--- config.mk ---
export PLATFORM = sky130hd
export DESIGN_NAME = flash_host_ctrl
export DESIGN_NICKNAME = d
export VERILOG_FILES = /design/src/rtl/flash_host_pkg.sv /design/src/rtl/flash_host_ctrl.sv /design/src/rtl/flash_bus_cycle.sv
export SDC_FILE = /design/constraint.sdc
export NUM_CORES = 1
export LEC_CHECK = 0
export BUFFER_PORTS_ARGS = -buffer_cell sky130_fd_sc_hd__buf_2
export CORE_MARGIN = 2
export CORE_UTILIZATION = 40
export DETAILED_ROUTE_END_ITERATION = 10
export PLACE_DENSITY = 0.68
export SETUP_SLACK_MARGIN = 0.5
export SYNTH_ARGS = -nofsm -noshare
export SYNTH_HDL_FRONTEND = slang
export SYNTH_SLANG_ARGS = --single-unit
export TNS_END_PERCENT = 5
--- constraint.sdc ---
create_clock -name clock -period 3.7 [get_ports clock]
set_input_delay 0.555 -clock clock [delete_from_list [all_inputs] [get_ports clock]]
set_output_delay 0.555 -clock clock [all_outputs]
set_load 0.01 [all_outputs]
--- src/rtl/flash_host_pkg.sv ---
// constants shared by the flash host controller and its bus cycle engine
package flash_host_pkg;
  // device geometry
  localparam int ADDR_W = 20;
  localparam int DATA_W = 16;
  localparam int BYTE_COUNT = 1048576;
  localparam int WORD_COUNT = 524288;
  localparam int BOOT_SECTORS = 8;
  localparam int MAIN_SECTORS = 15;
  localparam int BOOT_SECTOR_BYTES = 8192;
  localparam int MAIN_SECTOR_BYTES = 65536;
  localparam int SECURE_WORDS = 128;
  localparam int SERIAL_WORDS = 8;
  // command interface register offsets
  localparam logic [3:0] REG_CTRL = 4'h0;
  localparam logic [3:0] REG_ADDR = 4'h1;
  localparam logic [3:0] REG_DATA = 4'h2;
  localparam logic [3:0] REG_STATUS = 4'h3;
  localparam logic [3:0] REG_RDATA = 4'h4;
  // control register fields
  localparam int CTRL_OP_LSB = 0;
  localparam int CTRL_OP_W = 4;
  localparam int CTRL_WORD_BIT = 4;
  localparam int CTRL_RESET_BIT = 5;
  localparam logic CTRL_WORD_RST = 1'b1;
  // status register fields
  localparam int ST_BUSY_BIT = 0;
  localparam int ST_DONE_BIT = 1;
  localparam int ST_BYPASS_BIT = 2;
  localparam int ST_SUSP_BIT = 3;
  localparam int ST_RB_BIT = 4;
  localparam int ST_SECURE_BIT = 5;
  // operations requested by software
  localparam logic [3:0] OP_READ = 4'h1;
  localparam logic [3:0] OP_PROGRAM = 4'h2;
  localparam logic [3:0] OP_SECTOR_ERASE = 4'h3;
  localparam logic [3:0] OP_CHIP_ERASE = 4'h4;
  localparam logic [3:0] OP_BYPASS_ENTER = 4'h5;
  localparam logic [3:0] OP_BYPASS_EXIT = 4'h6;
  localparam logic [3:0] OP_SUSPEND = 4'h7;
  localparam logic [3:0] OP_RESUME = 4'h8;
  localparam logic [3:0] OP_SECURE_ENTER = 4'h9;
  localparam logic [3:0] OP_SECURE_EXIT = 4'hA;
  localparam logic [3:0] OP_CFI_QUERY = 4'hB;
  localparam logic [3:0] OP_RESET_CMD = 4'hC;
  // command codes and unlock addresses (device variant specific)
  localparam logic [15:0] UNLOCK1_ADDR = 16'h0555;
  localparam logic [15:0] UNLOCK2_ADDR = 16'h02AA;
  localparam logic [7:0] UNLOCK1_DATA = 8'hAA;
  localparam logic [7:0] UNLOCK2_DATA = 8'h55;
  localparam logic [7:0] CMD_PROGRAM = 8'hA0;
  localparam logic [7:0] CMD_ERASE_SETUP = 8'h80;
  localparam logic [7:0] CMD_SECTOR_ERASE = 8'h30;
  localparam logic [7:0] CMD_CHIP_ERASE = 8'h10;
  localparam logic [7:0] CMD_BYPASS_ENTER = 8'h20;
  localparam logic [7:0] CMD_BYPASS_EXIT1 = 8'h90;
  localparam logic [7:0] CMD_BYPASS_EXIT2 = 8'h00;
  localparam logic [7:0] CMD_SUSPEND = 8'hB0;
  localparam logic [7:0] CMD_RESUME = 8'h30;
  localparam logic [7:0] CMD_SECURE_ENTER = 8'h88;
  localparam logic [7:0] CMD_SECURE_EXIT = 8'h90;
  localparam logic [7:0] CMD_CFI = 8'h98;
  localparam logic [15:0] CFI_ADDR = 16'h0055;
  localparam logic [7:0] CMD_RESET = 8'hF0;
  // bus timing
  localparam int CLK_PERIOD_NS = 10;
  localparam int ACCESS_NS = 70;
  localparam int ACCESS_CYC = (ACCESS_NS + CLK_PERIOD_NS - 1) / CLK_PERIOD_NS;
  localparam int WE_PULSE_NS = 40;
  localparam int WE_CYC = (WE_PULSE_NS + CLK_PERIOD_NS - 1) / CLK_PERIOD_NS;
  localparam int RESET_PULSE_NS = 500;
  localparam int RESET_CYC =
    (RESET_PULSE_NS + CLK_PERIOD_NS - 1) / CLK_PERIOD_NS;
  localparam int CNT_W = 8;
endpackage

--- src/rtl/flash_host_ctrl.sv ---
// host-side controller issuing command sequences to a parallel nor flash
//
// Chosen here: the placing of the registers and the strobed register port.
`timescale 1ns/10ps
// Summary of operation
// - word mode uses sixteen data lines, byte mode only the low eight
// - program takes four writes, or two while bypass is active
// - completion of program and erase is read from ready/busy pin and toggle bit
// - suspend is sent only while erasing_r is set, which the erase poll clears no later than the op ends; resume only while suspended
// - host drives separate chip select, write and output strobes
module flash_host_ctrl #(
  parameter int ADDR_W = flash_host_pkg::ADDR_W,
  parameter int DATA_W = flash_host_pkg::DATA_W,
  parameter int RESET_CYC = flash_host_pkg::RESET_CYC
) (
  // clock and reset
  input wire logic clock,
  input wire logic rst_n,
  input wire logic clk_en,
  // software register port
  input wire logic [3:0] reg_addr,
  input wire logic [31:0] reg_wdata,
  input wire logic reg_wr,
  input wire logic reg_rd,
  output logic [31:0] reg_rdata,
  // flash pins
  output logic flash_ce_n,
  output logic flash_we_n,
  output logic flash_oe_n,
  output logic flash_reset_n,
  output logic flash_word_n_byte,
  output logic [ADDR_W-1:0] flash_addr,
  output logic [DATA_W-1:0] data_lines_out,
  output logic data_lines_oe,
  input wire logic [DATA_W-1:0] data_lines_in,
  input wire logic ready_busy_n
);
  typedef enum logic [3:0] {
    ST_IDLE = 4'b0000,
    ST_ISSUE = 4'b0001,
    ST_WAIT = 4'b0011,
    ST_POLL = 4'b0010,
    ST_POLL_WAIT = 4'b0110,
    ST_HWRESET = 4'b0111
  } state_e;

  // -----------------------------------------------------------
  // pin synchronisers
  // -----------------------------------------------------------
  logic [DATA_W-1:0] din_s1_r, din_s2_r;
  logic rb_s1_r, rb_s2_r;

  // pins from the flash pass two flops first
  always_ff @(posedge clock or negedge rst_n)
  begin
    if (!rst_n)
    begin
      din_s1_r <= '0;
      din_s2_r <= '0;
      rb_s1_r <= 1'b1;
      rb_s2_r <= 1'b1;
    end
    else if (clk_en)
    begin
      din_s1_r <= data_lines_in;
      din_s2_r <= din_s1_r;
      rb_s1_r <= ready_busy_n;
      rb_s2_r <= rb_s1_r;
    end
  end

  // -----------------------------------------------------------
  // software registers
  // -----------------------------------------------------------
  logic [3:0] op_r;
  logic word_r;
  logic [ADDR_W-1:0] addr_r;
  logic [DATA_W-1:0] data_r;
  logic [DATA_W-1:0] rd_r;
  logic go;
  logic busy_r, done_r, bypass_r, susp_r, secure_r, erasing_r;
  logic hw_reset_req;

  assign go = reg_wr && reg_addr == flash_host_pkg::REG_CTRL;
  assign hw_reset_req = go && reg_wdata[flash_host_pkg::CTRL_RESET_BIT];

  // command latches, only accepted while idle
  always_ff @(posedge clock or negedge rst_n)
  begin
    if (!rst_n)
    begin
      op_r <= 4'h0;
      word_r <= flash_host_pkg::CTRL_WORD_RST;
      addr_r <= '0;
      data_r <= '0;
    end
    else if (clk_en && !busy_r)
    begin
      if (go)
      begin
        op_r <= reg_wdata[flash_host_pkg::CTRL_OP_LSB +: 4];
        word_r <= reg_wdata[flash_host_pkg::CTRL_WORD_BIT];
      end
      if (reg_wr && reg_addr == flash_host_pkg::REG_ADDR)
        addr_r <= reg_wdata[ADDR_W-1:0];
      if (reg_wr && reg_addr == flash_host_pkg::REG_DATA)
        data_r <= reg_wdata[DATA_W-1:0];
    end
  end

  // read data answer one cycle after the strobe
  always_ff @(posedge clock or negedge rst_n)
  begin
    if (!rst_n)
      reg_rdata <= 32'h0000_0000;
    else if (clk_en)
    begin
      reg_rdata <= 32'h0000_0000;
      if (reg_rd)
        case (reg_addr)
          flash_host_pkg::REG_CTRL:
            reg_rdata <= 32'({word_r, op_r});
          flash_host_pkg::REG_ADDR: reg_rdata <= 32'(addr_r);
          flash_host_pkg::REG_DATA: reg_rdata <= 32'(data_r);
          flash_host_pkg::REG_STATUS:
            reg_rdata <= 32'({secure_r, rb_s2_r, susp_r, bypass_r,
                              done_r, busy_r});
          flash_host_pkg::REG_RDATA: reg_rdata <= 32'(rd_r);
          default: reg_rdata <= 32'h0000_0000;
        endcase
    end
  end

  // -----------------------------------------------------------
  // command sequencer
  // -----------------------------------------------------------
  state_e state_r;
  logic [2:0] step_r, nsteps_r;
  logic [7:0] rst_cnt_r;
  logic poll_r;
  logic [7:0] last_r;
  logic cyc_start, cyc_write, cyc_done;
  logic [ADDR_W-1:0] cyc_addr;
  logic [DATA_W-1:0] cyc_data, cyc_rdata;
  logic [2:0] seq_len;
  logic bad_op;

  // number of writes per operation
  always_comb
  begin
    bad_op = 1'b0;
    case (op_r)
      flash_host_pkg::OP_READ: seq_len = 3'd0;
      flash_host_pkg::OP_PROGRAM: seq_len = bypass_r ? 3'd2 : 3'd4;
      flash_host_pkg::OP_SECTOR_ERASE,
      flash_host_pkg::OP_CHIP_ERASE: seq_len = 3'd6;
      flash_host_pkg::OP_BYPASS_ENTER,
      flash_host_pkg::OP_SECURE_ENTER,
      flash_host_pkg::OP_SECURE_EXIT: seq_len = 3'd3;
      flash_host_pkg::OP_BYPASS_EXIT: seq_len = 3'd2;
      // suspend only while erasing and not yet suspended, resume only while suspended
      flash_host_pkg::OP_SUSPEND: seq_len = erasing_r && !susp_r ? 3'd1 : 3'd0;
      flash_host_pkg::OP_RESUME: seq_len = susp_r ? 3'd1 : 3'd0;
      flash_host_pkg::OP_CFI_QUERY,
      flash_host_pkg::OP_RESET_CMD: seq_len = 3'd1;
      default:
      begin
        seq_len = 3'd0;
        bad_op = 1'b1;
      end
    endcase
  end

  // address and data of each write of the sequence
  always_comb
  begin
    logic [2:0] s;
    s = step_r;
    if (op_r == flash_host_pkg::OP_PROGRAM && bypass_r)
      s = step_r + 3'd2;
    cyc_addr = ADDR_W'(flash_host_pkg::UNLOCK1_ADDR);
    cyc_data = DATA_W'(flash_host_pkg::UNLOCK1_DATA);
    if (s == 3'd1 || s == 3'd4)
    begin
      cyc_addr = ADDR_W'(flash_host_pkg::UNLOCK2_ADDR);
      cyc_data = DATA_W'(flash_host_pkg::UNLOCK2_DATA);
    end
    case (op_r)
      flash_host_pkg::OP_PROGRAM:
        if (s == 3'd2) cyc_data = DATA_W'(flash_host_pkg::CMD_PROGRAM);
        else if (s == 3'd3)
        begin
          cyc_addr = addr_r;
          cyc_data = data_r;
        end
      flash_host_pkg::OP_SECTOR_ERASE,
      flash_host_pkg::OP_CHIP_ERASE:
        if (s == 3'd2) cyc_data = DATA_W'(flash_host_pkg::CMD_ERASE_SETUP);
        else if (s == 3'd5 && op_r == flash_host_pkg::OP_SECTOR_ERASE)
        begin
          cyc_addr = addr_r;
          cyc_data = DATA_W'(flash_host_pkg::CMD_SECTOR_ERASE);
        end
        else if (s == 3'd5)
          cyc_data = DATA_W'(flash_host_pkg::CMD_CHIP_ERASE);
      flash_host_pkg::OP_BYPASS_ENTER:
        if (s == 3'd2) cyc_data = DATA_W'(flash_host_pkg::CMD_BYPASS_ENTER);
      flash_host_pkg::OP_SECURE_ENTER:
        if (s == 3'd2) cyc_data = DATA_W'(flash_host_pkg::CMD_SECURE_ENTER);
      flash_host_pkg::OP_SECURE_EXIT:
        if (s == 3'd2) cyc_data = DATA_W'(flash_host_pkg::CMD_SECURE_EXIT);
      flash_host_pkg::OP_BYPASS_EXIT:
        cyc_data = DATA_W'(s == 3'd0 ? flash_host_pkg::CMD_BYPASS_EXIT1
                                     : flash_host_pkg::CMD_BYPASS_EXIT2);
      flash_host_pkg::OP_SUSPEND:
        cyc_data = DATA_W'(flash_host_pkg::CMD_SUSPEND);
      flash_host_pkg::OP_RESUME:
        cyc_data = DATA_W'(flash_host_pkg::CMD_RESUME);
      flash_host_pkg::OP_CFI_QUERY:
      begin
        cyc_addr = ADDR_W'(flash_host_pkg::CFI_ADDR);
        cyc_data = DATA_W'(flash_host_pkg::CMD_CFI);
      end
      flash_host_pkg::OP_RESET_CMD:
        cyc_data = DATA_W'(flash_host_pkg::CMD_RESET);
      default:
        cyc_addr = addr_r;
    endcase
  end

  // compare with this op's length, nsteps_r still holds the last op's
  assign cyc_write = state_r == ST_ISSUE && step_r != seq_len;
  assign cyc_start = state_r == ST_ISSUE || state_r == ST_POLL;

  // main sequencer; the device runs its own algorithms
  always_ff @(posedge clock or negedge rst_n)
  begin
    if (!rst_n)
    begin
      state_r <= ST_IDLE;
      step_r <= 3'd0;
      nsteps_r <= 3'd0;
      busy_r <= 1'b0;
      done_r <= 1'b0;
      poll_r <= 1'b0;
      last_r <= 8'h00;
      rd_r <= '0;
      rst_cnt_r <= 8'h00;
      flash_reset_n <= 1'b0;
    end
    else if (clk_en)
    begin
      flash_reset_n <= state_r != ST_HWRESET;
      if (go && !busy_r)
        done_r <= 1'b0;
      case (state_r)
        ST_IDLE:
          if (hw_reset_req && !busy_r)
          begin
            state_r <= ST_HWRESET;
            busy_r <= 1'b1;
            rst_cnt_r <= 8'(RESET_CYC);
          end
          else if (go && !busy_r)
          begin
            busy_r <= 1'b1;
            step_r <= 3'd0;
            state_r <= ST_ISSUE;
          end
        ST_ISSUE:
        begin
          nsteps_r <= seq_len;
          // an op with no writes is a plain array read
          poll_r <= op_r == flash_host_pkg::OP_PROGRAM
                    || op_r == flash_host_pkg::OP_SECTOR_ERASE
                    || op_r == flash_host_pkg::OP_CHIP_ERASE;
          state_r <= ST_WAIT;
        end
        ST_WAIT:
          if (cyc_done)
          begin
            if (step_r + 3'd1 < nsteps_r)
            begin
              step_r <= step_r + 3'd1;
              state_r <= ST_ISSUE;
            end
            else if (poll_r)
              state_r <= ST_POLL;
            else
            begin
              rd_r <= cyc_rdata;
              busy_r <= 1'b0;
              done_r <= 1'b1;
              state_r <= ST_IDLE;
            end
          end
        ST_POLL:
          state_r <= ST_POLL_WAIT;
        ST_POLL_WAIT:
          if (cyc_done)
          begin
            last_r <= cyc_rdata[7:0];
            // stop when toggle bit is steady and ready/busy high
            if (rb_s2_r && cyc_rdata[6] == last_r[6])
            begin
              rd_r <= cyc_rdata;
              busy_r <= 1'b0;
              done_r <= 1'b1;
              state_r <= ST_IDLE; // device back in array read
            end
            else
              state_r <= ST_POLL;
          end
        ST_HWRESET:
          if (rst_cnt_r != 8'h00)
            rst_cnt_r <= rst_cnt_r - 8'h01;
          else
          begin
            busy_r <= 1'b0;
            done_r <= 1'b1;
            state_r <= ST_IDLE;
          end
        default: state_r <= ST_IDLE;
      endcase
    end
  end

  // mode flags tracked from issued commands
  always_ff @(posedge clock or negedge rst_n)
  begin
    if (!rst_n)
    begin
      bypass_r <= 1'b0;
      susp_r <= 1'b0;
      secure_r <= 1'b0;
      erasing_r <= 1'b0;
    end
    else if (clk_en)
    begin
      if (state_r == ST_HWRESET)
      begin
        bypass_r <= 1'b0;
        susp_r <= 1'b0;
        secure_r <= 1'b0;
        erasing_r <= 1'b0;
      end
      else if (state_r == ST_WAIT && cyc_done && step_r + 3'd1 >= nsteps_r
               && nsteps_r != 3'd0)
        case (op_r)
          flash_host_pkg::OP_BYPASS_ENTER: bypass_r <= 1'b1;
          flash_host_pkg::OP_BYPASS_EXIT: bypass_r <= 1'b0;
          flash_host_pkg::OP_SECURE_ENTER: secure_r <= 1'b1;
          flash_host_pkg::OP_SECURE_EXIT: secure_r <= 1'b0;
          flash_host_pkg::OP_SUSPEND: susp_r <= 1'b1;
          flash_host_pkg::OP_RESUME: susp_r <= 1'b0;
          flash_host_pkg::OP_SECTOR_ERASE,
          flash_host_pkg::OP_CHIP_ERASE: erasing_r <= 1'b1;
          default: erasing_r <= erasing_r;
        endcase
      else if (state_r == ST_POLL_WAIT && cyc_done && rb_s2_r
               && !susp_r)
        erasing_r <= 1'b0;
    end
  end

  // byte or word pin, registered
  always_ff @(posedge clock or negedge rst_n)
  begin
    if (!rst_n)
      flash_word_n_byte <= flash_host_pkg::CTRL_WORD_RST;
    else if (clk_en)
      flash_word_n_byte <= word_r;
  end

  // -----------------------------------------------------------
  // pin cycle engine
  // -----------------------------------------------------------
  flash_bus_cycle #(
    .ADDR_W(ADDR_W),
    .DATA_W(DATA_W)
  ) u_cycle (
    .clock(clock),
    .rst_n(rst_n),
    .clk_en(clk_en),
    .start(cyc_start),
    .is_write(cyc_write && !bad_op),
    .word_mode(word_r),
    .addr(cyc_addr),
    .wdata(cyc_data),
    .done(cyc_done),
    .rdata(cyc_rdata),
    .ce_n(flash_ce_n),
    .we_n(flash_we_n),
    .oe_n(flash_oe_n),
    .addr_pins(flash_addr),
    .data_out(data_lines_out),
    .data_oe(data_lines_oe),
    .data_in(din_s2_r)
  );
endmodule

--- src/rtl/flash_bus_cycle.sv ---
// one asynchronous read or write cycle on the flash pins
`timescale 1ns/10ps
module flash_bus_cycle #(
  parameter int ADDR_W = flash_host_pkg::ADDR_W,
  parameter int DATA_W = flash_host_pkg::DATA_W
) (
  // clock and reset
  input wire logic clock,
  input wire logic rst_n,
  input wire logic clk_en,
  // request from the sequencer
  input wire logic start,
  input wire logic is_write,
  input wire logic word_mode,
  input wire logic [ADDR_W-1:0] addr,
  input wire logic [DATA_W-1:0] wdata,
  output logic done,
  output logic [DATA_W-1:0] rdata,
  // flash pins
  output logic ce_n,
  output logic we_n,
  output logic oe_n,
  output logic [ADDR_W-1:0] addr_pins,
  output logic [DATA_W-1:0] data_out,
  output logic data_oe,
  input wire logic [DATA_W-1:0] data_in
);
  localparam logic [7:0] RD_CYC = 8'(flash_host_pkg::ACCESS_CYC + 2);
  localparam logic [7:0] WR_CYC = 8'(flash_host_pkg::WE_CYC);

  // -----------------------------------------------------------
  // cycle engine
  // -----------------------------------------------------------
  logic [7:0] cnt_r;
  logic busy_r;
  logic wr_r;

  // strobes are separate so read and write never share the bus
  always_ff @(posedge clock or negedge rst_n)
  begin
    if (!rst_n)
    begin
      cnt_r <= 8'h00;
      busy_r <= 1'b0;
      wr_r <= 1'b0;
      done <= 1'b0;
      rdata <= '0;
      ce_n <= 1'b1;
      we_n <= 1'b1;
      oe_n <= 1'b1;
      addr_pins <= '0;
      data_out <= '0;
      data_oe <= 1'b0;
    end
    else if (clk_en)
    begin
      done <= 1'b0;
      if (!busy_r && start)
      begin
        busy_r <= 1'b1;
        wr_r <= is_write;
        addr_pins <= addr;
        // byte mode zeroes the high lane
        data_out <= word_mode ? wdata : {8'h00, wdata[7:0]};
        data_oe <= is_write;
        ce_n <= 1'b0;
        we_n <= !is_write;
        oe_n <= is_write;
        cnt_r <= is_write ? WR_CYC : RD_CYC;
      end
      else if (busy_r)
      begin
        if (cnt_r != 8'h00)
          cnt_r <= cnt_r - 8'h01;
        else
        begin
          // data_in was synchronised two stages, sampled late in cycle
          if (!wr_r)
            rdata <= word_mode ? data_in : {8'h00, data_in[7:0]};
          busy_r <= 1'b0;
          done <= 1'b1;
          ce_n <= 1'b1;
          we_n <= 1'b1;
          oe_n <= 1'b1;
          data_oe <= 1'b0;
        end
      end
    end
  end
endmodule

# == After elaboration in Yosys (flattened, before gate mapping) ==
# Cells that the tools add are included.
# totals
regBits,224
word_cells,252
# op_classes
addsub,4
n_lt_le_gt_ge,2
n_eq_ne,43
n_mux,97
bitwise_logic,3
reduce_logical,68
# ops
op,n
two-way mux 16 bit,15
case mux 16 bit (10 select lines),1
two-way mux 20 bit,5
case mux 20 bit (5 select lines),1
case mux 20 bit (4 select lines),1
two-way mux 8 bit,7
two-way mux 1 bit,41
case mux 16 bit (2 select lines),1
"== test 4 x 3 -> 1 bit, second input constant",7
"== test 4 x 2 -> 1 bit, second input constant",6
two-way mux 4 bit,6
case mux 4 bit (6 select lines),1
case mux 3 bit (7 select lines),1
AND reduction 3 bit,7
"== test 4 bit, second input constant",5
logical AND 1 bit,20
two-way mux 3 bit,6
"!= test 2 bit, second input constant",9
case mux 8 bit (2 select lines),1
nonzero test 8 bit,2
"subtractor 8 x 1 -> 8 bit, second input constant",2
nonzero test 3 bit,5
"== test 4 x 1 -> 1 bit, second input constant",3
nonzero test 2 bit,6
other kinds (35),58

# == Logic depth before layout (Yosys ltp) ==
# logic_depth
depth_word,11
mapped_depth,10
mapped_depth_nobuf,8

# == Cells and area by module ==
# A second synthesis with hierarchy kept.
# hier_totals
hier_cells,1054
area_unflattened_um2,10452.5
# modules_own_cells
module,n_inst,cells_each,area_each_um2,seq_area_each_um2
flash_host_ctrl,1,776,7633.6,3458.3
flash_bus_cycle,1,278,2819.0,1680.4

# == Worst setup path after synthesis ==
# OpenSTA, ideal clock, no wires.
# synth_path
path_type,register to register
from,register step_r[2]
to,register rd_r[10]
t_arrival_ns,2.532
setup_slack_ns,1.043
path_stages_with_launch,11
cell_sequence,dfrtp_1 -> buf_2 -> buf_1 -> xor2_1 -> ha_1 -> o21ai_0 -> a21oi_1 -> o211a_1 -> nand4_1 -> buf_4 -> mux2_2
# synth_between
elab_chain_cells,4
# synth_lines
item,line,text
"start, declared",flash_host_ctrl.sv:138,"logic [2:0] step_r, nsteps_r;"
"start signal, assigned",flash_host_ctrl.sv:284,step_r <= step_r + 3'd1;
adder 3 x 1 -> 3 bit,flash_host_ctrl.sv:282,if (step_r + 3'd1 < nsteps_r)
less-than comparator 3 bit,flash_host_ctrl.sv:282,
!= test 2 bit (no source line),--,
AND reduction 7 bit (no source line),--,
"end signal, assigned",flash_host_ctrl.sv:291,rd_r <= cyc_rdata;
"end signal, assigned",flash_host_ctrl.sv:306,rd_r <= cyc_rdata;
"end, declared",flash_host_ctrl.sv:79,logic [DATA_W-1:0] rd_r;
# Every way passes these cells.
# A chain may end at the register's enable or synchronous reset.

# == Worst setup path in the final report ==
# layout_path
from,register op_r[3]
to,register u_cycle.data_out[2]
# layout_between
elab_chain_cells,11
word_cells_on_any_way,32
# layout_lines
item,line,text
"start, declared",flash_host_ctrl.sv:75,logic [3:0] op_r;
"start signal, assigned",flash_host_ctrl.sv:101,op_r <= reg_wdata[flash_host_pkg::CTRL_OP_LSB +: 4];
== test 4 x 2 -> 1 bit,"flash_host_ctrl.sv:179, flash_host_ctrl.sv:188",
logical AND 1 bit,flash_host_ctrl.sv:179,if (op_r == flash_host_pkg::OP_PROGRAM && bypass_r)
two-way mux 3 bit,flash_host_ctrl.sv:179,
== test 3 x 1 -> 1 bit or == test 3 bit (tied branches),flash_host_ctrl.sv:183,if (s == 3'd1 || s == 3'd4)
logical OR 1 bit,flash_host_ctrl.sv:183,
two-way mux 8 bit,flash_host_ctrl.sv:183,
two-way mux 16 bit,flash_host_ctrl.sv:204,else if (s == 3'd5)
two-way mux 16 bit,flash_host_ctrl.sv:199,else if (s == 3'd5 && op_r == flash_host_pkg::OP_SECTOR_ERASE)
two-way mux 16 bit,flash_host_ctrl.sv:198,if (s == 3'd2) cyc_data = DATA_W'(flash_host_pkg::CMD_ERASE_SETUP);
case mux 16 bit (10 select lines) *,flash_host_ctrl.sv:188,case (op_r)
two-way mux 16 bit *,flash_bus_cycle.sv:64,"data_out <= word_mode ? wdata : {8'h00, wdata[7:0]};"
"end signal, assigned",flash_bus_cycle.sv:64,
"end, declared",flash_bus_cycle.sv:24,"output logic [DATA_W-1:0] data_out,"
# Mark *: on every way between the ends. The rest lies on a longest branch, timed or not.

==> results <==
- The worst setup path is launched from a flip-flop.
- The first detailed-routing pass ran for 6 iterations.
- The fraction of synthesis flops using an asynchronous set or reset pin is 1.00.
- The run finished with clean final reports.
- The final cycle utilization of the critical path is 0.775.
- The worst supply voltage drop on vdd is 0.000378 V.
- The initial core utilization is 0.408.
- The initial antenna violation count is 5.
- Global routing finished with a remaining overflow of 0.
- The total number of clock tree sinks is 205.
- The number of buffers inserted during clock tree synthesis is 22.
- Dividing the detail-routed wire length by the instance count gives 18.9 um.
- The worst clock skew is 0.0155 ns.
- The leakage power figure is 0.00536 uW.
- The average instance in the mapped netlist occupies 10.9 um2.
- The adder-cell share of the synthesized area is 0.0129.
- The number of standard-cell rows in the floorplan is 57.
- For the worst setup path, the data required time is 4.14 ns.
- The number of remaining DRC errors is 0.
- The total track usage is 0.197.
- The first-pass GRT wire length is 41,100 um.
- The max-slew violation total from the final report is 0.
- The class of the worst hold path is primary input to asynchronous set/reset pin.
- The maximum fanout count along the critical path is 25.
- Data arrives at the worst endpoint at 3.31 ns.
- Post-CTS repair changed the size of 0 cells.
- Of the post-synthesis cell area, the dominant cell type holds 0.499.
- Yosys attributes the largest share of cell area to dfrtp_1 50%, mux2_2 11%, nand2_1 3.5%.
- Setup violations remaining at the end of the flow were counted as 0.
- The routed design could run at a clock period as short as 2.87 ns.
- The timing-limited maximum frequency is 349 MHz.
- The hold slack is 0.0901 ns.
- The clock latency at the later pin of the worst-skew pair is 0.52 ns.
- Among all flip-flop cells after synthesis, the most frequent one is dfrtp_1.
- The clock passes through at most 3 buffers.
- Of all cell types, the one taking the most synthesized area is dfrtp_1.
- Headroom to the max-slew limit came out at 0.420.
- The share of cells above drive strength 1 is 0.297.
- The count of nets left with antenna violations once routing finished came out at 0.
- In this run the tool buffered the top-level ports with 107 buffer cells.
- In this run, post-CTS hold repair placed 0 buffers.
- The final total negative setup slack is 0 ns.
- The core footprint is 24,300 um2.
- The net count of the finished layout is 1,073.
- The critical path class is flip-flop to flip-flop.
- Compared with the post-synthesis result, the final layout area differs by 16.3%.
- The number of top-level pins is 132.
- The largest net degree at the start of global routing is 103.
- The final number of hold-violating endpoints is 0.
- The routed via count divided by cell count is 5.66.
- In this run the power density over the cells is 737 nW/um2.
- The number of DRC violations after detailed-routing iteration 0 is 896.
- Counting instances in the post-synthesis netlist gives the leading cell types as 198 x dfrtp_1, 95 x mux2_2, 92 x nand2_1.
- The cell area that synthesis handed to floorplanning was 9930 um2.
- In this run the number of H-tree levels came out at 1.
- For the pin with the worst max-slew slack, the measured transition is 0.870 ns.
- After synthesis, the netlist uses 82 different library cells.
- STA classifies the critical path endpoint as a flip-flop.
- The tree is rooted in a clkbuf_16.
- The number of global-route vias before repair came to 7,380.
- The floorplan step set the die width to 162 um.
- The placer's final routability congestion estimate is 0.926.
- The fraction of the yosys area taken by sequential cells is 0.517.
- During synthesis, Yosys emitted a total of 0 warnings.
- The total number of vias is 7,646.
- The most frequently used cell type in the post-synthesis netlist is dfrtp_1.
- The TritonCTS clock tree is yes.
- The area of the die is 26,100 um2.
- Setup repair after global routing left no endpoint under its margin.
- The number of flops mapped to enable cells by yosys is 0.
- In this run the post-CTS setup repair buffer count came out at 0.
- The xor/xnor share of the synthesized area is 0.0132.
- The routed design has 25,500 um of wire.
- Clock-pin slew was measured on the worst setup and hold paths at 0.06 ns.
- The synthesized design contains 205 register bits.
- The proportion of synthesized area in mux cells is 0.112.
- Of the total synthesized cell area, the portion taken by AND, OR, NAND and NOR gates is 0.132.
- Detailed placement ended at an HPWL of 18,200 um.
- The cell count after synthesis came out at 908.
- The max-cap check violation count is 0.
- The area fraction in compound gates after synthesis is 0.169.
- After synthesis, the largest family of logic cells by area is compound AO/OA/AOI/OAI gates.
- From bottom edge to top edge, the die measures 162 um.
## where the power goes
group          switching, uW  total (uW)  internal (uW)
clock                    899        2260           1360
combinational           1620        2840           1220
sequential               577        3410           2840
## layer usage
layer,part of all wire,global-route usage,wire length (um),vias to the layer above
met5,0.0011,0,29,-
met1,0.47,0.291,11900,3775
met4,0.026,0.0637,673,4
met3,0.066,0.0331,1700,52
li1,-,-,-,3537
met2,0.44,0.296,11200,278
## kinds of logic (layout without fill, tap and decap cells)
kind of cell    Yosys count  after routing
simple gates            262            262
compound gates          224            224
flops                   205            205
mux                      99             99
buf+inv                  91            196
xor+xnor                 15             15
fa+ha+maj                11             11
other cells               1             15
## worst max-delay path, stage by stage (launching register included)
cell,delay (ns)
dfrtp_1,0.69
or4b_1,0.93
nor2_1,0.31
nand3_1,0.13
a31oi_2,0.30
o2111a_1,0.30
a221o_1,0.13
## sequential cells by signal (all words and copies together) (netlist names), 16 cells and up
register           count
din_s2_r              16
reg_rdata             20
rd_r                  16
addr_r                20
u_cycle.rdata         16
data_r                16
u_cycle.data_out      16
u_cycle.addr_pins     20
din_s1_r              16
## cell usage in the layout, fill, tap and decap left out, drive strengths merged, types with 10 or more instances in the layout
cell     count
a21o        11
a21oi       36
a222oi      17
a22o        19
and3        10
buf        132
clkbuf      34
conb        12
dfrtp      198
inv         22
mux2        95
nand2       92
nand2b      10
nand3       25
nor2        48
nor3        26
o21ai       49
o2bb2ai     15
xnor2       10
## layout make-up
cell class	instances	area [um2]
Tap cell	324	405
Inverter	23	86.3
Multi-Input combinational cell	623	4410
Antenna cell	3	7.51
Sequential cell	205	5140
Clock inverter	7	103
Fill cell	2232	12800
Timing Repair Buffer	133	752
Clock buffer	33	652
## worst paths after layout
path | start | endpoint | slack (ns) | depth (start not counted)
worst min-delay path | rst_n | u_cycle.data_out[1] | 0.09 | 1
worst min register to register | u_cycle.rdata[12] | u_cycle.rdata[12] | 0.46 | 2
min in group clock | data_lines_in[10] | din_s1_r[10] | 0.27 | 2
worst max register to register | op_r[3] | u_cycle.data_out[2] | 0.83 | 6
max in group asynchronous | rst_n | rb_s2_r | 2.68 | 2
worst max-delay path | op_r[3] | u_cycle.data_out[2] | 0.83 | 6
## stage by stage
stage	total power (uW)	std cells	instance area (um2)	setup slack [ns]	utilization
2_1_floorplan	5360	919	9970	1.04	-
5_1_grt	9050	1349	11500	0.690	0.475
3_5_place_dp	6250	1308	10800	0.914	0.444
4_1_cts	8530	1348	11500	0.909	0.475
6_report	8510	1351	11600	0.834	0.475
3_3_place_gp	6180	1308	10800	0.955	0.444
(Power assumes the default switching activity.)
